==> config.mk <==
export PLATFORM = sky130hd
export DESIGN_NAME = cesbt_core
export DESIGN_NICKNAME = d
export VERILOG_FILES = /design/src/rtl/cesbt_pkg.sv /design/src/rtl/cesbt_core.sv
export SDC_FILE = /design/constraint.sdc
export NUM_CORES = 1
export LEC_CHECK = 0
export BUFFER_PORTS_ARGS = -buffer_cell sky130_fd_sc_hd__buf_2
export CORE_MARGIN = 4
export CORE_UTILIZATION = 54
export CTS_CLUSTER_DIAMETER = 30
export DETAILED_ROUTE_END_ITERATION = 10
export PLACE_DENSITY = 0.77
export SLEW_MARGIN = 20
export SYNTH_ARGS = -nofsm -noshare
export SYNTH_HDL_FRONTEND = slang
export SYNTH_SLANG_ARGS = --single-unit
==> constraint.sdc <==
create_clock -name clk -period 3.6 [get_ports clk]
set_input_delay 0.9 -clock clk [delete_from_list [all_inputs] [get_ports clk]]
set_output_delay 0.9 -clock clk [all_outputs]
set_load 0.005 [all_outputs]
==> src/rtl/cesbt_pkg.sv <==
// How it works
// - stuff error records fault code 1
// - form error records fault code 2
// - unacknowledged transmit records fault code 3
// - recessive sent, dominant seen: code 4
// - dominant sent, recessive seen: code 5
// - recovery writes code 5 per idle run
// - crc mismatch records fault code 6
// - software code 7 holds until bus event
// - bus-off/warning changes raise enabled error interrupt
// - success flags or code updates raise status interrupt
// - passive change or software writes raise nothing
// - status read clears pending 8000h identifier
// - receive tally shown in bits 14:8
// - bit 15 shows receive passive level
// - transmit tally shown in bits 7:0
// - post-sample segment bits 14:12, plus one
// - pre-sample segment bits 11:8, plus one
// - jump width bits 7:6, plus one
// - quantum is clock divided by prescaler+1
// - timing writable only with unlock and init
// - timing register resets to 2301h
// - clean transfer clears fault code to zero
// - four upper prescaler bits extend divider
// - recovery waits 129 idle runs, clears tallies
package cesbt_pkg;
    localparam logic [7:0] OFS_CTRL = 8'h00;
    localparam logic [7:0] OFS_STAT = 8'h04;
    localparam logic [7:0] OFS_FAULT = 8'h08;
    localparam logic [7:0] OFS_BTR = 8'h0c;
    localparam logic [7:0] OFS_INTID = 8'h10;
    localparam logic [7:0] OFS_PRESCALER_UPPER_BITS = 8'h18;
    localparam int CTRL_INIT = 0;
    localparam int CTRL_IE = 1;
    localparam int CTRL_SIE = 2;
    localparam int CTRL_EIE = 3;
    localparam int CTRL_CCE = 6;
    localparam logic [7:0] CTRL_RST = 8'h01;
    localparam logic [7:0] CTRL_WMASK = 8'hef;
    localparam logic [14:0] BTR_RST = 15'h2301;
    localparam logic [15:0] INTID_STATUS = 16'h8000;
    localparam logic [2:0] CODE_NONE = 3'h0;
    localparam logic [2:0] CODE_STUFF = 3'h1;
    localparam logic [2:0] CODE_FORM = 3'h2;
    localparam logic [2:0] CODE_ACK = 3'h3;
    localparam logic [2:0] CODE_REC_DRV = 3'h4;
    localparam logic [2:0] CODE_DOM_DRV = 3'h5;
    localparam logic [2:0] CODE_CRC = 3'h6;
    localparam logic [2:0] CODE_UNUSED = 3'h7;
    localparam int IDLE_RUN_BITS = 11;
    localparam int RECOVERY_SEQS = 129;
    localparam int WARN_LIMIT = 96;
    localparam int PASSIVE_LEVEL = 128;

    typedef struct packed {
        logic [7:0] addr;
        logic [15:0] wdata;
        logic wr;
        logic rd;
    } cesbt_req_t;

    typedef struct packed {
        logic stuff_err;
        logic form_err;
        logic ack_err;
        logic dominant_drive_fault;
        logic recessive_drive_fault;
        logic crc_err;
        logic rx_done;
        logic tx_done;
        logic tx_bit;
        logic rec_inc1;
        logic rec_inc8;
        logic rec_dec;
        logic tec_inc8;
        logic tec_dec;
    } cesbt_evt_t;

    typedef enum logic [2:0] {
        ST_ACTIVE = 3'b001,
        ST_BUS_OFF_FLAG_WAIT = 3'b010,
        ST_RECOVER = 3'b100
    } cesbt_state_t;
endpackage
==> src/rtl/cesbt_core.sv <==
// Added by the designer: the plain strobed port.
module cesbt_core #(
    parameter int RECOVERY_SEQS = cesbt_pkg::RECOVERY_SEQS,
    parameter int IDLE_RUN_BITS = cesbt_pkg::IDLE_RUN_BITS
) (
    input wire logic clk,
    input wire logic srst,
    input wire cesbt_pkg::cesbt_req_t req,
    output logic [15:0] rdata,
    input wire cesbt_pkg::cesbt_evt_t evt,
    input wire logic can_rx,
    output logic can_tx,
    output logic sample_pulse,
    output logic sample_bit,
    output logic status_irq,
    output logic bus_off,
    output logic init_active
);
    import cesbt_pkg::*;

    if (RECOVERY_SEQS < 1 || RECOVERY_SEQS > 255 || IDLE_RUN_BITS < 2 || IDLE_RUN_BITS > 15) begin
        $error("recovery counts out of range");
    end

    logic rx_m_r, rx_s_r, rx_prev_r;
    logic [7:0] ctrl_r;
    logic [14:0] btr_r;
    logic [3:0] prescaler_upper_bits_r;
    logic rx_ok_r, tx_ok_r;
    logic [2:0] lec_r;
    logic [7:0] rec_r, tec_r;
    logic int_pend_r;
    logic bus_off_flag_q_r, warn_q_r;
    cesbt_state_t state_r;
    logic [3:0] run_r;
    logic [7:0] seq_r;
    logic [9:0] pcnt_r;
    logic [5:0] q_r;
    logic [2:0] ext_r;
    logic [15:0] rdata_r;
    logic can_tx_r, sample_pulse_r, sample_bit_r, irq_r;

    logic init, cce;
    logic wr_ctrl, wr_stat, wr_btr, wr_prescaler_upper_bits, rd_stat;
    logic [9:0] presc;
    logic [5:0] phase_before_sample_eff, phase_after_sample_eff, sjw_eff, sample_idx, end_idx;
    logic tq, sample_now, rx_edge;
    logic idle_seq, bus_off_flag_enter, recovered;
    logic hw_upd;
    logic [2:0] hw_code;
    logic warn, rp, bus_off_flag, st_evt, err_evt, pend_set;
    logic [15:0] rd_val;

    assign init = ctrl_r[CTRL_INIT];
    assign cce = ctrl_r[CTRL_CCE];
    assign wr_ctrl = req.wr && req.addr == OFS_CTRL;
    assign wr_stat = req.wr && req.addr == OFS_STAT;
    assign wr_btr = req.wr && req.addr == OFS_BTR;
    assign wr_prescaler_upper_bits = req.wr && req.addr == OFS_PRESCALER_UPPER_BITS;
    assign rd_stat = req.rd && req.addr == OFS_STAT;

    // rx pin synchroniser
    always_ff @(posedge clk) begin
        if (srst) begin
            rx_m_r <= 1'b1;
            rx_s_r <= 1'b1;
            rx_prev_r <= 1'b1;
        end else begin
            rx_m_r <= can_rx;
            rx_s_r <= rx_m_r;
            rx_prev_r <= rx_s_r;
        end
    end
    assign rx_edge = rx_prev_r && !rx_s_r;

    // control register, hardware sets init on bus-off
    always_ff @(posedge clk) begin
        if (srst) begin
            ctrl_r <= CTRL_RST;
        end else begin
            if (wr_ctrl) begin
                ctrl_r <= req.wdata[7:0] & CTRL_WMASK;
            end
            if (bus_off_flag_enter) begin
                ctrl_r[CTRL_INIT] <= 1'b1;
            end
        end
    end

    always_ff @(posedge clk) begin
        if (srst) begin
            btr_r <= BTR_RST;
            prescaler_upper_bits_r <= 4'h0;
        end else if (cce && init) begin
            if (wr_btr) begin
                btr_r <= req.wdata[14:0];
            end
            if (wr_prescaler_upper_bits) begin
                prescaler_upper_bits_r <= req.wdata[3:0];
            end
        end
    end

    assign presc = {prescaler_upper_bits_r, btr_r[5:0]};
    assign phase_before_sample_eff = {2'b00, btr_r[11:8]} + 6'd1;
    assign phase_after_sample_eff = {3'b000, btr_r[14:12]} + 6'd1;
    assign sjw_eff = {4'b0000, btr_r[7:6]} + 6'd1;
    // sync, segment one, sample, segment two
    assign sample_idx = phase_before_sample_eff + {3'b000, ext_r};
    assign end_idx = sample_idx + phase_after_sample_eff;
    assign tq = !init && pcnt_r == presc;
    assign sample_now = tq && q_r == sample_idx;

    always_ff @(posedge clk) begin
        if (srst || init || tq) begin
            pcnt_r <= 10'h000;
        end else begin
            pcnt_r <= pcnt_r + 10'h001;
        end
    end

    // quantum position with resync
    always_ff @(posedge clk) begin
        if (srst || init) begin
            q_r <= 6'h00;
            ext_r <= 3'h0;
        end else if (rx_edge && q_r != 6'h00 && q_r <= sample_idx) begin
            ext_r <= (q_r < sjw_eff) ? q_r[2:0] : sjw_eff[2:0];
        end else if (rx_edge && q_r > sample_idx) begin
            if (end_idx - q_r <= sjw_eff) begin
                q_r <= 6'h00;
                ext_r <= 3'h0;
            end else begin
                q_r <= q_r + sjw_eff;
            end
        end else if (tq) begin
            if (q_r == end_idx) begin
                q_r <= 6'h00;
                ext_r <= 3'h0;
            end else begin
                q_r <= q_r + 6'h01;
            end
        end
    end

    assign idle_seq = state_r == ST_RECOVER && !init && sample_now && rx_s_r
        && run_r == 4'(IDLE_RUN_BITS - 1);
    assign recovered = idle_seq && seq_r == 8'(RECOVERY_SEQS - 1);
    assign bus_off_flag_enter = state_r == ST_ACTIVE && evt.tec_inc8 && tec_r >= 8'd248;

    // bus-off state machine
    always_ff @(posedge clk) begin
        if (srst) begin
            state_r <= ST_ACTIVE;
        end else begin
            case (state_r)
                ST_ACTIVE: begin
                    if (bus_off_flag_enter) begin
                        state_r <= ST_BUS_OFF_FLAG_WAIT;
                    end
                end
                ST_BUS_OFF_FLAG_WAIT: begin
                    if (!init) begin
                        state_r <= ST_RECOVER;
                    end
                end
                ST_RECOVER: begin
                    if (recovered) begin
                        state_r <= ST_ACTIVE;
                    end
                end
                default: state_r <= ST_ACTIVE;
            endcase
        end
    end

    always_ff @(posedge clk) begin
        if (srst || state_r != ST_RECOVER) begin
            run_r <= 4'h0;
            seq_r <= 8'h00;
        end else if (idle_seq) begin
            run_r <= 4'h0;
            seq_r <= seq_r + 8'h01;
        end else if (sample_now) begin
            run_r <= rx_s_r ? run_r + 4'h1 : 4'h0;
        end
    end

    // fault tallies, cleared after recovery
    always_ff @(posedge clk) begin
        if (srst || recovered) begin
            rec_r <= 8'h00;
            tec_r <= 8'h00;
        end else begin
            if (evt.rec_inc8) begin
                rec_r <= (rec_r > 8'd247) ? 8'hff : rec_r + 8'd8;
            end else if (evt.rec_inc1) begin
                rec_r <= (rec_r == 8'hff) ? 8'hff : rec_r + 8'd1;
            end else if (evt.rec_dec && rec_r != 8'h00) begin
                rec_r <= rec_r - 8'd1;
            end
            if (state_r == ST_ACTIVE && evt.tec_inc8) begin
                tec_r <= (tec_r > 8'd247) ? 8'hff : tec_r + 8'd8;
            end else if (state_r == ST_ACTIVE && evt.tec_dec && tec_r != 8'h00) begin
                tec_r <= tec_r - 8'd1;
            end
        end
    end

    // fault code classification
    always_comb begin
        hw_upd = 1'b1;
        hw_code = CODE_NONE;
        if (evt.stuff_err) begin
            hw_code = CODE_STUFF;
        end else if (evt.form_err) begin
            hw_code = CODE_FORM;
        end else if (evt.ack_err) begin
            hw_code = CODE_ACK;
        end else if (evt.recessive_drive_fault) begin
            hw_code = CODE_REC_DRV;
        end else if (evt.dominant_drive_fault || idle_seq) begin
            hw_code = CODE_DOM_DRV;
        end else if (evt.crc_err) begin
            hw_code = CODE_CRC;
        end else if (evt.rx_done || evt.tx_done) begin
            hw_code = CODE_NONE;
        end else begin
            hw_upd = 1'b0;
        end
    end

    always_ff @(posedge clk) begin
        if (srst) begin
            lec_r <= CODE_NONE;
            rx_ok_r <= 1'b0;
            tx_ok_r <= 1'b0;
        end else begin
            if (hw_upd) begin
                lec_r <= hw_code;
            end else if (wr_stat) begin
                lec_r <= req.wdata[2:0];
            end
            if (evt.rx_done) begin
                rx_ok_r <= 1'b1;
            end else if (wr_stat) begin
                rx_ok_r <= req.wdata[4];
            end
            if (evt.tx_done) begin
                tx_ok_r <= 1'b1;
            end else if (wr_stat) begin
                tx_ok_r <= req.wdata[3];
            end
        end
    end

    assign bus_off_flag = state_r != ST_ACTIVE;
    assign warn = tec_r >= 8'(WARN_LIMIT) || rec_r >= 8'(WARN_LIMIT);
    assign rp = rec_r >= 8'(PASSIVE_LEVEL);
    assign st_evt = hw_upd || evt.rx_done || evt.tx_done;
    assign err_evt = bus_off_flag != bus_off_flag_q_r || warn != warn_q_r;
    assign pend_set = (st_evt && ctrl_r[CTRL_SIE]) || (err_evt && ctrl_r[CTRL_EIE]);

    always_ff @(posedge clk) begin
        if (srst) begin
            int_pend_r <= 1'b0;
            bus_off_flag_q_r <= 1'b0;
            warn_q_r <= 1'b0;
        end else begin
            bus_off_flag_q_r <= bus_off_flag;
            warn_q_r <= warn;
            if (pend_set) begin
                int_pend_r <= 1'b1;
            end else if (rd_stat) begin
                int_pend_r <= 1'b0;
            end
        end
    end

    // read mux
    always_comb begin
        case (req.addr)
            OFS_CTRL: rd_val = {8'h00, ctrl_r};
            OFS_STAT: rd_val = {8'h00, bus_off_flag, warn, tec_r >= 8'(PASSIVE_LEVEL) || rp,
                rx_ok_r, tx_ok_r, lec_r};
            OFS_FAULT: rd_val = {rp, (rec_r > 8'd127) ? 7'h7f : rec_r[6:0], tec_r};
            OFS_BTR: rd_val = {1'b0, btr_r};
            OFS_INTID: rd_val = int_pend_r ? INTID_STATUS : 16'h0000;
            OFS_PRESCALER_UPPER_BITS: rd_val = {12'h000, prescaler_upper_bits_r};
            default: rd_val = 16'h0000;
        endcase
    end

    // registered outputs
    always_ff @(posedge clk) begin
        if (srst) begin
            rdata_r <= 16'h0000;
            can_tx_r <= 1'b1;
            sample_pulse_r <= 1'b0;
            sample_bit_r <= 1'b1;
            irq_r <= 1'b0;
        end else begin
            rdata_r <= req.rd ? rd_val : 16'h0000;
            can_tx_r <= (init || bus_off_flag) ? 1'b1 : evt.tx_bit;
            sample_pulse_r <= sample_now;
            if (sample_now) begin
                sample_bit_r <= rx_s_r;
            end
            irq_r <= int_pend_r && ctrl_r[CTRL_IE];
        end
    end

    assign rdata = rdata_r;
    assign can_tx = can_tx_r;
    assign sample_pulse = sample_pulse_r;
    assign sample_bit = sample_bit_r;
    assign status_irq = irq_r;
    assign bus_off = bus_off_flag_q_r;
    assign init_active = ctrl_r[CTRL_INIT];
endmodule

After elaboration in Yosys (flattened, before gate mapping)
Cells that the tools add are included.

word-level totals
  register bits = 107

cells by class
  eq/ne operators = 22
  reductions and logical operators = 62
  $lt $le $gt $ge = 12
  $add $sub $neg = 16
  bitwise gates (word level) = 2
  mux-type cells = 47

operator list
  kind                     number
  $pmux W16 S6             1
  $mux W8                  8
  $mux W3                  17
  $logic_and A1 B1 Y1      25
  $ge A8 B8 Y1 const B     3
  $mux W6                  4
  $add A8 B1 Y8 const B    2
  $add A8 B4 Y8 const B    2
  $eq A8 B4 Y1 const B     2
  $eq A8 B5 Y1 const B     2
  $eq A8 B8 Y1 const B     2
  $ge A8 B7 Y1 const B     2
  $gt A8 B8 Y1 const B     2
  $mux W16                 1
  $reduce_bool A8 Y1       2
  $sub A8 B1 Y8 const B    2
  $logic_or A1 B1 Y1       13
  $mux W1                  13
  $eq A6 B6 Y1             2
  $reduce_bool A2 Y1       6
  $add A10 B1 Y10 const B  1
  $eq A10 B10 Y1           1
  $pmux W3 S3              1
  $reduce_bool A3 Y1       3
  other kinds (33)         44

Depth between registers and ports, before layout
Gate-level depths: netlist (run 1).

  word-level depth = 18
  mapped depth = 17

Worst setup path after synthesis (run 1)
Ideal clock, no wire load.

  path kind = reg2reg
  start point = register btr_r[8]
  end point = register q_r[4]
  library setup time = 0.120 ns
  buffers on the path = 0
  data arrival time = 3.386 ns
  stages on the path, launching flop included = 14
  path slack = 0.095 ns
  data required time = 3.480 ns
  path through = dfxtp_1 > inv_1 > ha_1 > fa_1 > fa_1 > inv_1 > fa_1 > ha_1 > nor2b_1 > o21a_1 > o21ai_0 > nand4_2 > nor4b_1 > a211o_1

between the ends
  cells in the longest elaborated chain, start to end = 7

RTL lines
  item                                           RTL line                              source
  from (decl)                                    cesbt_core.sv:27                      logic [14:0] btr_r;
  from (signal assigned)                         cesbt_core.sv:96                      btr_r <= req.wdata[14:0];
  $add A4 B1 Y5 (*)                              cesbt_core.sv:105                     assign phase_before_sample_eff = {2'b00, btr_r[11:8]} + 6'd1;
  $add A5 B3 Y6 (*)                              cesbt_core.sv:109                     assign sample_idx = phase_before_sample_eff + {3'b000, ext_r};
  $add A6 B4 Y6                                  cesbt_core.sv:110                     assign end_idx = sample_idx + phase_after_sample_eff;
  $sub A6 B6 Y6 or $eq A6 B6 Y1 (tied branches)  cesbt_core.sv:130, cesbt_core.sv:137
  $le A6 B3 Y1 or $mux W6 (tied branches)        cesbt_core.sv:130, cesbt_core.sv:137
  $mux W6 (on tied branches)                     cesbt_core.sv:130, cesbt_core.sv:136
  $mux W6                                        cesbt_core.sv:129                     end else if (rx_edge && q_r > sample_idx) begin
  to (signal assigned)                           cesbt_core.sv:134                     q_r <= q_r + sjw_eff;
  to (signal assigned)                           cesbt_core.sv:141                     q_r <= q_r + 6'h01;
  to (decl)                                      cesbt_core.sv:38                      logic [5:0] q_r;

Mark *: on every way between the ends. The rest lies on a longest branch, timed or not. The select of a mux whose other input is x is not followed.
A chain may end at the register's enable or synchronous reset.

Worst setup path in the final report (run 1)
  start point = register btr_r[8]
  end point = register ext_r[1]

between the ends
  cells in the longest elaborated chain, start to end = 7

RTL lines
  item                                RTL line           source
  $add A4 B1 Y5 (*)                   cesbt_core.sv:105
  $add A5 B3 Y6 (*)                   cesbt_core.sv:109
  $add A6 B4 Y6                       cesbt_core.sv:110
  $sub A6 B6 Y6                       cesbt_core.sv:130  if (end_idx - q_r <= sjw_eff) begin
  $le A6 B3 Y1                        cesbt_core.sv:130
  $ne A3 B2 Y1 (no source line)       n/a
  $reduce_and A3 Y1 (no source line)  n/a
  to (signal assigned)                cesbt_core.sv:128  ext_r <= (q_r < sjw_eff) ? q_r[2:0] : sjw_eff[2:0];
  to (decl)                           cesbt_core.sv:39   logic [2:0] ext_r;

Mark *: on every way between the ends. The rest lies on a longest branch, timed or not.

==> impl.org, run 1 <==
** Floorplanning
- The initialized floorplan defines 39 standard-cell rows.
- Full die area :: 0.0135 mm^2
- Total I/O pin count :: 65
- The region available for standard cell placement spans 0.0114 mm^2.
- The initial utilization of the core area, before any placement, comes to 0.552.
- In this run the horizontal extent of the chip is 116 um.
- Measured along the y axis, the die boundary spans between 100 and 150 um.

** Placed design
- Input and output buffers added on the ports amount to between 60 and 70.
- The congestion estimate from routability-driven global placement came to 0.950.
- Number of cells after detailed placement :: 955
- Once detailed placement completed, the half-perimeter wirelength came to 12.2 mm.

** Critical path
- STA classifies the critical path startpoint as a register.
- In this design, the largest share of critical-path delay is due to adder cells.
- Highest net fanout along the worst path :: 4
- Register-to-Register Setup Slack :: roughly 120 ps
- Counting cells, the worst reg-to-reg path comes to 13.
- The number of buffers and inverters on the critical path is 2.
- Master of the slowest instance on the critical path :: fa_2
- STA classifies the critical path endpoint as a register.
- In this run the number of cells on the critical path is 13.
- Reg-to-reg critical path startpoint :: btr_r[8]$_SDFFE_PP1P_
- Worst Setup Path Type :: reg -> reg
- Data arrives at the worst endpoint at 3710 ps.
- Cell-by-cell listing of the critical path :: inv_2, ha_4, fa_2, fa_1, inv_2, fa_2, ha_4, nor2b_1, o21a_1, o21ai_2, nand4_2, o21ai_1, o22ai_1
- Worst endpoint required time :: 3830 ps
- Maximum cell stage delay along the critical path :: 560 ps
- In this run the critical register-to-register path is captured at ext_r[1]$_SDFFE_PP0P_.

** Power
- The internal portion of the total power is 1.86 mW.
- Summed over all cells, the static leakage comes to between 2 and 3 nW.
- Dividing total power by cell area gives a power density of 351 mW/mm^2.
- Net Switching :: roughly 660 uW
- Of the total power, registers draw 0.502.
- Clk network pwr share :: 0.392
- Gate power share :: 0.106
- The worst-case IR drop observed on VDD is 0.445 mV.
- Of the total power, the share spent switching nets is 0.262.

** Synth
- Post-synth EDFFs :: 0
- In the synthesized netlist, the number of instances is 761.
- Number of synthesized register bits :: around 110
- Sequential-to-total area share from yosys stat :: 0.340
- Count of warnings emitted by yosys :: 0
- Yosys attributes the largest share of cell area to dfxtp_1 (34%), ha_1 (8.5%), nor2_1 (5.8%).
- For this run, the leading register cell type out of synthesis is dfxtp_1.
- Distinct cells, synth :: between 70 and 80
- Mean cell area of the mapped netlist :: 8.28 um^2
- Of the post-synthesis cell area, the dominant cell type holds 0.340.
- Post-synth design cell area :: 0.00630 mm^2
- Share of synthesized registers carrying an async set or reset :: 0
- Net Count, Synth :: 851
- Cell type with the highest aggregate area in the netlist :: dfxtp_1
- Commonest cells in the synthesized netlist :: dfxtp_1 (107), nor2_1 (98), nand2_1 (59)
- Count leader, synth :: dfxtp_1

** Timing
- The count of pins over their slew limit is 0.
- Unrepaired setup endpoints after global routing :: true
- Final count of negative-setup-slack endpoints :: 0
- The number of endpoints with negative hold slack in the final report came to 0.
- In this run the tightest slew margin relative to its limit is 0.563.
- At the pin with the least slew margin, the transition time is roughly 650 ps.
- The smallest clock period supported by the final layout is computed as 3480 ps.
- Hold slack final :: a little over 400 ps
- Fin crit share :: 0.967
- Maximum frequency from static timing analysis :: approximately 290 MHz
- Between clock sinks in the finished design, the worst skew comes to between 8 and 9 ps.

** Clock network
- Max Root-Sink Buffers :: 2
- Root Buffer Master :: clkbuf_16
- The clock reaches the later pin of the worst-skew pair after 350 ps.
- Clock Sinks :: 107
- Clock tree synthesis inserted a total of 9 buffers.
- After clock tree synthesis, the clock-pin slew on the worst setup and hold paths is 70 ps.
- TritonCTS clock tree :: yes
- CTS H-tree lvls :: 3
- Hold_buf cts :: 0

** Routing
- In the routed design, unresolved DRC markers number 0.
- Via density :: 5.97
- Total met2 wirelength after detailed routing :: 7.73 mm
- Final wirelength :: ~16 mm
- In the detailed route, the total length drawn on met3 is 972 um.
- In the final routed layout, each cell accounts on average for 16.6 um.
- The count of nets left with antenna violations once routing finished came out at 0.
- Initial DRC count :: 566
- Wl on met1 :: 7.04 mm
- In this run the top signal layer used is met4.
- The first TritonRoute pass finished after 5 iterations.
- Overall via count from detail_route :: around 5800

** Worst hold path
- The min-delay analysis places its worst path in the category reg -> reg.
- Hold Path Sink :: rx_s_r$_SDFF_PP1_
- Number of cells on the worst hold path :: 1
- The startpoint identified for the worst hold timing path is rx_m_r$_SDFF_PP1_.

** Final layout
- Summing all flip-flop and latch instances after layout gives 0.00214 mm^2.
- Fill cells :: 1018
- Total number of nets in the final design :: 915
- The finished layout holds 973 standard cells, fillers aside.
- The multi-input combinational cells in the finished layout cover a total of 0.00392 mm^2.
- Compared with the post-synthesis result, the final layout area differs by 13.9%.
- Measured on the finished design, the core utilization comes to 0.629.
- Antenna fix cells :: 0
- Of the cells placed in the final design, the portion with a size suffix greater than 1 is 0.164.

** Global routing
- First-pass GRT wire length :: 26.0 mm
- Via count of the first global-routing pass :: 5446
- In the global route stage, overall resource usage came out at 0.241.
- Remaining global-route overflow :: 0
- The initial antenna violation count was 0.
- Pin count of the biggest net entering global routing :: 40

** Run status
- The flow ran to the end, and the final reports show no timing, DRC or antenna violations.

** Run
- Number of max-capacitance violations reported :: 0
## layout make-up
cell class                      count  share of cell area
Multi-Input combinational cell    580               0.546
Sequential cell                   107               0.299
Timing Repair Buffer               84              0.0659
Clock buffer                       13              0.0377
Tap cell                          143              0.0249
Inverter                           43              0.0227
Clock inverter                      3             0.00401
## flip-flops by register name (all words and copies together), names as in the netlist, 4 cells and up
signal                  count
rdata                      16
btr_r                      15
pcnt_r                     10
rec_r                       8
seq_r                       8
tec_r                       8
ctrl_r                      7
q_r                         6
prescaler_upper_bits_r      4
run_r                       4
## layout by cell type, fill, tap and decap left out, types with 10 or more instances in the layout
cell / n
o21ai_0: 23
nor2_1: 98
buf_4: 21
nand2_1: 59
o21ai_1: 12
and3_1: 12
buf_2: 63
dfxtp_1: 105
mux2i_1: 31
inv_1: 38
nand4_1: 10
xor2_1: 28
nor3_1: 24
nand3_1: 36
ha_1: 41
a21oi_1: 53
xnor2_1: 16
a211oi_1: 10
## stage by stage
step                      instance area [um^2]  total power, mW  setup TNS [ps]  setup WS, ps
final                                     7180             2.52               0           118
after global routing                      7180             2.62            -297         -53.7
after CTS                                 7110             2.53           -23.4         -23.4
after detailed placement                  6800             1.55            -745          -111
after global placement                    6800             1.54           -17.7         -17.4
after floorplan                           6300             1.46               0          94.7
## how the worst max path moves through the flow
stage | start | endpoint | slack (ps)
finish | btr_r[8]$_SDFFE_PP1P_ | ext_r[1]$_SDFFE_PP0P_ | 120
global route | ext_r[0]$_SDFFE_PP0P_ | q_r[5]$_SDFFE_PP0P_ | -50
CTS | btr_r[8]$_SDFFE_PP1P_ | q_r[3]$_SDFFE_PP0P_ | -20
detailed placement | btr_r[8]$_SDFFE_PP1P_ | q_r[1]$_SDFFE_PP0P_ | -110
global placement | btr_r[8]$_SDFFE_PP1P_ | q_r[4]$_SDFFE_PP0P_ | -20
floorplan | btr_r[8]$_SDFFE_PP1P_ | q_r[4]$_SDFFE_PP0P_ | 90
## power by group through the flow
stage	registers [mW]	logic, mW	clock network (mW)
finish	1.26	0.267	0.987
global route	1.27	0.297	1.06
CTS	1.26	0.261	1.01
detailed placement	1.29	0.260	0
global placement	1.29	0.248	0
floorplan	1.26	0.207	0
## per-layer routing
layer  up-vias  global-route usage
li1       2815                   -
met1      2740               0.316
met2       224               0.395
met3        27              0.0402
met4         0              0.0951
met5         -                   0
## timing repair
| item | in CTS | in global routing |
|---|---|---|
| endpoints found under the setup margin | 9 | 9 |
| buffers inserted | 0 | 2 |
| cloned | 0 | 0 |
| pin swaps | 1 | 12 |
| resized for setup | 3 | 16 |
## kinds of logic after synthesis
kind of cell             share of synthesized area
AND/OR/NAND/NOR                              0.233
AO/OA/AOI/OAI                                0.166
flip-flops                                   0.340
buffers and inverters                       0.0484
adder cells (fa/ha/maj)                     0.0981
XOR/XNOR                                    0.0625
multiplexers                                0.0516
No activity file was read; power rests on OpenSTA's default activity.
==> run 2, diff against run 1 <==
- BUFFER_PORTS_ARGS: -buffer_cell sky130_fd_sc_hd__buf_2 -> unset
- CORE_UTILIZATION: 54 -> 55
- DONT_BUFFER_PORTS: unset -> 1
- PLACE_DENSITY: 0.77 -> 0.73
- SKIP_CTS_REPAIR_TIMING: unset -> 1
==> run 2 against run 1 <==
Critical path depth unchanged. Clock power increased by 9%. Cell count decreased by 7.0%. Combinational power decreased by 22%. Power increased by 1.6%. Wire length decreased by 2.2%. First-iteration DRC count decreased by 10%. Non-clock buffer count decreased by 65. Global-route usage decreased by 0.34 points. Sequential cell count unchanged. Critical endpoint is now q_r[4]$_SDFFE_PP0P_.
==> impl.org, run 2 (synthesized netlist as in run 1, its figures left out) <==
** Final layout
- The flip-flop count of the largest register after layout was 16 (unchanged).
- The final standard cell utilization of the core is 0.624 (was 0.629).
- Top library cells by usage in the layout, fill and taps aside :: dfxtp_1 (105), nor2_1 (98), nand2_1 (59) (was dfxtp_1 (105), nor2_1 (98), buf_2 (63))
- The fraction of layout instances using a drive strength above 1 came to 0.0954 (was 0.164).
- Commonest non-fill, non-tap cell in the layout :: dfxtp_1 (unchanged)
- Layout overhead on the synthesized area :: 9.25% (was 13.9%)
- The number of nets in the layout was 850 (was 915).
- Antenna fix cells :: 0 (unchanged)

** Routing
- Via density :: 6.10 (was 5.97)
- The vias after detailed routing was 5520 (was 5806).
- Final wirelength :: 15.8 mm (was 16.1 mm)
- The final routed DRC violation total is 0 (unchanged).
- Detail-routed net length per standard cell :: 17.4 um (was 16.6 um)
- TritonRoute pass-1 iters :: 6 (was 5)
- The iteration-0 DRC count of the detailed router came to 508 (was 566).
- The number of nets with antenna violations after routing came to 0 (unchanged).

** Critical path
- Worst setup SP type :: register (unchanged)
- The arrival time of the worst setup path was 3730 ps (was 3710 ps).
- Worst Setup Path Type :: reg -> reg (unchanged)
- The largest incremental delay on the critical path came to 560 ps (about the same).
- Highest net fanout along the worst path :: 3 (was 4)
- The endpoint required time on the critical path is 3850 ps (was 3830 ps).
- The sort of element at the end of the critical path was a register (unchanged).
- Cell-by-cell listing of the critical path :: inv_2, ha_4, fa_2, fa_2, inv_2, fa_2, ha_4, nor2b_1, o21a_1, o21ai_2, nand4_2, nor4b_1, a211o_1 (was inv_2, ha_4, fa_2, fa_1, inv_2, fa_2, ha_4, nor2b_1, o21a_1, o21ai_2, nand4_2, o21ai_1, o22ai_1)
- Cell repeated most along the worst path :: fa_2
- Master of the slowest instance on the critical path :: fa_2 (unchanged)

** Clock network
- The clock transition at the registers of the reported paths came to 70 ps (about the same).
- Number of buffers added by the clock tree synthesis step :: 9 (unchanged)
- The clock tree from TritonCTS is yes (unchanged).
- The CTS H-tree depth was 3 (unchanged).
- The worst-skew pair later-pin latency was 350 ps (about the same).
- Root Buffer Master :: clkbuf_16 (unchanged)
- The clock sink count came to 107 (unchanged).
- The worst-case clock buffer depth was 2 (unchanged).

** Floorplanning
- The die span in x was 115 um (was 116 um).
- The number of top-level pins is 65 (unchanged).
- Die Y-Extent :: 115 um (was 116 um)
- The area of the placeable core came to 0.0110 mm^2 (was 0.0114 mm^2).
- The area of the die was 0.0132 mm^2 (was 0.0135 mm^2).
- Initial Utilization :: 0.571 (was 0.552)
- Std-Cell Rows :: 38 (was 39)

** Placed design
- The number of port buffers was 0 (was 63).
- Half-perimeter wire length after detailed placement :: 11.7 mm (was 12.2 mm)
- Pre-CTS setup slack :: -124 ps (was -111 ps)
- Routability cong. :: 0.924 (was 0.950)

** Power
- The largest voltage drop on the vdd net was 0.347 mV (was 0.445 mV).
- Cell area power density :: 371 mW/mm^2 (was 351 mW/mm^2)
- The leakage power of the design was 2.65 nW (was 2.92 nW).

** Run
- The count of max-cap constraint violations was 0 (unchanged).

** Global routing
- Antenna violations before repair :: 0 (unchanged)
- Overall fraction of global-route tracks in use :: 0.237 (was 0.241)
- Pin count of the biggest net entering global routing :: 41 (was 40)
- Remaining global-route overflow :: 0 (unchanged)
- Via count of the first global-routing pass :: 5214 (was 5446)
- First-pass GRT wire length :: 25.2 mm (was 26.0 mm)

** Timing
- Final hold violation count :: 0 (unchanged)
- Worst setup slack after layout :: 117 ps (was 118 ps)
- The final critical path time including I/O delays and setup came to 3480 ps (about the same).
- Post-route clock skew :: 11.0 ps (was 8.10 ps)
- Final count of pins violating max slew :: 0 (unchanged)
- The share of the clock period used by the worst path was 0.967 (about the same).
- The fmax was 287 MHz (about the same).
- The tightest slew margin relative to the limit came to 0.571 (was 0.563).
- The slew at the pin with the worst max-slew slack came to 640 ps (was 653 ps).
- Final total negative setup slack :: 0 ps (unchanged)
- The number of endpoints failing setup at the final stage came to 0 (unchanged).

** Worst hold path
- Class of the tightest hold or removal check :: reg -> reg (unchanged)

** Run status
- Run status: complete, no violations (unchanged).
## run 2: changes by cell type in the layout (fill, tap and decap cells not counted), moves of 2 or more
cell       before  now
buf_4          21   18
buf_2          63    0
bufinv_16       0    2
o21ai_1        12   10
## run 2: metal layers
layer,share of wire,vias up,routed length (um),track usage
met5,0,-,0,0
met4,0.019,0,300,0.0759
met2,0.49,168,7680,0.389
met1,0.43,2634,6840,0.307
met3,0.060,29,950,0.0595
li1,-,2689,-,-
## run 2: area by class of cell
cell class	count	area, um^2
Fill cell	974	4140
Multi-Input combinational cell	580	3930
Sequential cell	107	2140
Clock buffer	12	256
Tap cell	140	175
Inverter	43	163
Timing Repair Buffer	19	146
Clock inverter	4	72.6
## run 2: worst paths after layout
| check | start | endpoint | slack, ps | cells after the start |
|---|---|---|---|---|
| min | rx_m_r$_SDFF_PP1_ | rx_s_r$_SDFF_PP1_ | 420 | 1 |
| min reg2reg | rx_m_r$_SDFF_PP1_ | rx_s_r$_SDFF_PP1_ | 420 | 1 |
| max reg2reg | btr_r[8]$_SDFFE_PP1P_ | q_r[4]$_SDFFE_PP0P_ | 120 | 13 |
| max | btr_r[8]$_SDFFE_PP1P_ | q_r[4]$_SDFFE_PP0P_ | 120 | 13 |
## run 2: worst max-delay path: cells and delay by family (launching register included)
| kind | cells | cell delay [ps] |
|---|---|---|
| buffers and inverters | 2 | 90 |
| flip-flops | 1 | 330 |
| AND/OR/NAND/NOR | 3 | 440 |
| AO/OA/AOI/OAI | 3 | 580 |
| adder cells (fa/ha/maj) | 5 | 1940 |
## run 2: power by group
group          leakage, nW  switching (mW)  internal (mW)
logic                 1.62           0.117         0.0924
clock network        0.159           0.437          0.647
registers            0.867          0.0504           1.21
total                 2.65           0.604           1.95
## run 2: metrics by stage
stage	power [mW]	hold slack, ps	instances	instance area, um^2
2_1_floorplan	1.46	389	761	6300
3_3_place_gp	1.49	403	886	6460
3_5_place_dp	1.50	404	886	6460
4_1_cts	2.57	420	902	6790
5_1_grt	2.66	435	905	6890
6_report	2.56	416	905	6890
==> run 3, diff against run 2 <==
- CORE_ASPECT_RATIO: unset -> 0.9
- MAX_ROUTING_LAYER: unset -> met4
==> run 3 against run 2 <==
Combinational power grew 2%. Utilization grew 0.38 points. Wire length up 2.2%. Register-to-register slack got worse by 40 ps. Sequential power about the same. Count of clock-buffer cells in the layout fell by 2. Fmax decreased by 1.2%. Critical path depth rose by 3. First-iteration DRC count rose by 0.98%. Largest cell class unchanged.
==> impl.org, run 3 (synthesized netlist as in run 1, its figures left out) <==
** Critical path
- The largest fanout on the critical path was 6 (was 3).
- The type of origin of the critical path was a register (unchanged).
- The critical register-to-register path startpoint was ext_r[0]$_SDFFE_PP0P_ (was btr_r[8]$_SDFFE_PP1P_).
- The arrival time of the worst setup path was 3770 ps (was 3730 ps).
- Worst endpoint required time :: 3840 ps (was 3850 ps)
- Critical path capture point type :: register (unchanged)
- The type of the setup path with the least slack is reg -> reg (unchanged).
- The start point of the critical path was ext_r[0]$_SDFFE_PP0P_ (was btr_r[8]$_SDFFE_PP1P_).

** Power
- The total chip power is 2.50 mW (was 2.56 mW).
- The part of the power in registers came to 0.506 (was 0.494).
- Clk network pwr share :: 0.409 (was 0.424)
- The total net switching power came to 646 uW (was 604 uW).
- Internal portion of total power :: 1.85 mW (was 1.95 mW)
- Leakage power :: 2.67 nW (was 2.65 nW)
- The part of the power in combinational logic came to 0.085 (was 0.082).
- Worst IR drop on VDD :: 0.311 mV (was 0.347 mV)
- The power density over cell area came to 361 mW/mm^2 (was 371 mW/mm^2).
- The net switching fraction of the power is 0.258 (was 0.236).

** Routing
- The sum of routed wire length over all layers was 16.1 mm (was 15.8 mm).
- Detail-routed net length per standard cell :: 17.5 um (was 17.4 um)
- Via density :: 6.08 (was 6.10)
- The number of optimization iterations in the first detailed-route pass came to 8 (was 6).
- Initial DRC count :: 513 (was 508)
- The vias after detailed routing was 5600 (was 5520).
- The highest routed metal layer is met4 (unchanged).
- The met2 wire length is 7.55 mm (was 7.68 mm).
- Wl on met1 :: 7.12 mm (was 6.84 mm)
- Wire length on met3 :: 1.18 mm (was 950 um)
- The number of nets with antenna violations after routing came to 0 (unchanged).
- Number of DRC violations after detailed routing :: 0 (unchanged)

** Global routing
- The via count of the first global-routing pass is 5334 (was 5214).
- The maximum number of pins on one net before global-route repair came to 41 (unchanged).
- The combined global-route utilization of all metal layers came to 0.250 (was 0.237).
- First-pass GRT wire length :: 26.0 mm (was 25.2 mm)
- The initial antenna violation count came to 0 (unchanged).
- The remaining global-route overflow is 0 (unchanged).

** Clock network
- The CTS H-tree depth came to 3 (unchanged).
- The clock transition at the registers of the reported paths came to 80 ps (was 70 ps).
- Clock network latency to the later pin of the worst-skew pair :: 350 ps (about the same)
- Max Root-Sink Buffers :: 2 (unchanged)
- Number of buffers added by the clock tree synthesis step :: 9 (unchanged)
- The clock tree from TritonCTS was yes (unchanged).
- Root Buffer Master :: clkbuf_16 (unchanged)
- Clock Sinks :: 107 (unchanged)

** Floorplanning
- Total I/O pin count :: 65 (unchanged)
- The die span in x is 121 um (was 115 um).
- The area of the placeable core is 0.0110 mm^2 (about the same).
- The height of the chip is 110 um (was 115 um).
- Full die area :: 0.0132 mm^2 (about the same)
- Initial Utilization :: 0.571 (about the same)
- The number of placement rows is 36 (was 38).

** Timing
- Post-route clock skew :: 11.2 ps (was 11.0 ps)
- The number of endpoints with negative hold slack in the final report was 0 (unchanged).
- The final critical path time including I/O delays and setup was 3530 ps (was 3480 ps).
- The share of the clock period used by the worst path came to 0.979 (was 0.967).
- Relative max-transition margin :: 0.544 (was 0.571)
- The fmax came to 284 MHz (was 287 MHz).
- Unrepaired setup endpoints after global routing :: true
- Transition at the pin with the smallest max-transition slack :: 681 ps (was 640 ps)
- The count of pins over their slew limit was 0 (unchanged).
- Final count of negative-setup-slack endpoints :: 0 (unchanged)
- Hold slack final :: 450 ps (was 416 ps)
- The final worst setup slack came to 74.3 ps (was 117 ps).

** Final layout
- Antenna fix cells :: 0 (unchanged)
- The final design instance area without fill is 0.00693 mm^2 (was 0.00689 mm^2).
- The signed area change from the synthesized netlist to the final layout is 9.96% (was 9.25%).
- Top library cells by usage in the layout, fill and taps aside: dfxtp_1 (106), nor2_1 (98), nand2_1 (58) (was dfxtp_1 (105), nor2_1 (98), nand2_1 (59)).
- Total number of nets in the final design :: 854 (was 850)
- The flip-flop count of the largest register after layout came to 16 (unchanged).
- The fraction of layout instances using a drive strength above 1 is 0.101 (was 0.0954).
- Commonest non-fill, non-tap cell in the layout :: dfxtp_1 (unchanged)

** Placed design
- The number of port buffers was 0 (unchanged).
- Routability cong. :: 0.952 (was 0.924)
- The placed instance area is 0.00648 mm^2 (was 0.00646 mm^2).
- The half-perimeter wire length after placement is 12.0 mm (was 11.7 mm).
- The pre-CTS setup slack came to -85.5 ps (was -124 ps).

** Run
- The count of max-cap constraint violations was 0 (unchanged).

** Run status
- Run status :: complete, no violations (unchanged)

** Worst hold path
- The class of the most critical hold timing path was reg -> reg (unchanged).
- Startpoint of the worst hold path :: rx_m_r$_SDFF_PP1_ (unchanged)
## run 3: cell count changes in the layout (fill, tap and decap cells not counted), moves of 2 or more
| cell | change |
|---|---|
| buf_4 | +3 |
| clkbuf_8 | -2 |
| fa_1 | +2 |
| fa_2 | -2 |
## run 3: per-stage QoR
step           cells  setup TNS (ps)  utilization
6_report         921               0        0.628
5_1_grt          921            -376        0.628
4_1_cts          915            -487        0.615
3_5_place_dp     899            -284        0.588
3_3_place_gp     899           -11.2        0.588
2_1_floorplan    761               0            -
## run 3: area by class of cell
cell class | instances | area (um^2)
Tap cell | 152 | 190
Timing Repair Buffer | 23 | 180
Sequential cell | 107 | 2140
Clock buffer | 10 | 229
Fill cell | 955 | 4100
Inverter | 43 | 163
Clock inverter | 6 | 71.3
Multi-Input combinational cell | 580 | 3960
## run 3: worst paths after layout
check             slack [ps]                  end  depth (start not counted)
setup reg to reg          70  q_r[4]$_SDFFE_PP0P_                         16
setup / recovery          70  q_r[4]$_SDFFE_PP0P_                         16
hold / removal           450    rx_s_r$_SDFF_PP1_                          1
hold reg to reg          450    rx_s_r$_SDFF_PP1_                          1
## run 3: critical path, stage by stage, from the launching register on
cell and delay (ps):
dfxtp_2 330, inv_2 50, ha_4 150, fa_2 380, xnor2_2 230, ha_1 300
a21oi_2 210, nand2_2 100, xor2_2 160, ha_1 310, and4_1 190, nand3_1 80
mux2_4 320, and2_4 180, nand3b_4 90, nor4_2 50, a211o_1 280
## run 3: power groups by stage
| stage | Combinational [mW] | Sequential, mW | Clock [mW] |
|---|---|---|---|
| 5_1_grt | 0.242 | 1.27 | 1.09 |
| 2_1_floorplan | 0.207 | 1.26 | 0 |
| 3_3_place_gp | 0.201 | 1.29 | 0 |
| 6_report | 0.213 | 1.26 | 1.02 |
| 4_1_cts | 0.211 | 1.26 | 1.03 |
| 3_5_place_dp | 0.209 | 1.29 | 0 |
## run 3: per-layer routing
| metal | vias up | track usage |
|---|---|---|
| li1 | 2697 | - |
| met1 | 2661 | 0.319 |
| met2 | 217 | 0.399 |
| met3 | 25 | 0.0638 |
| met4 | 0 | 0.0639 |
| met5 | - | - |
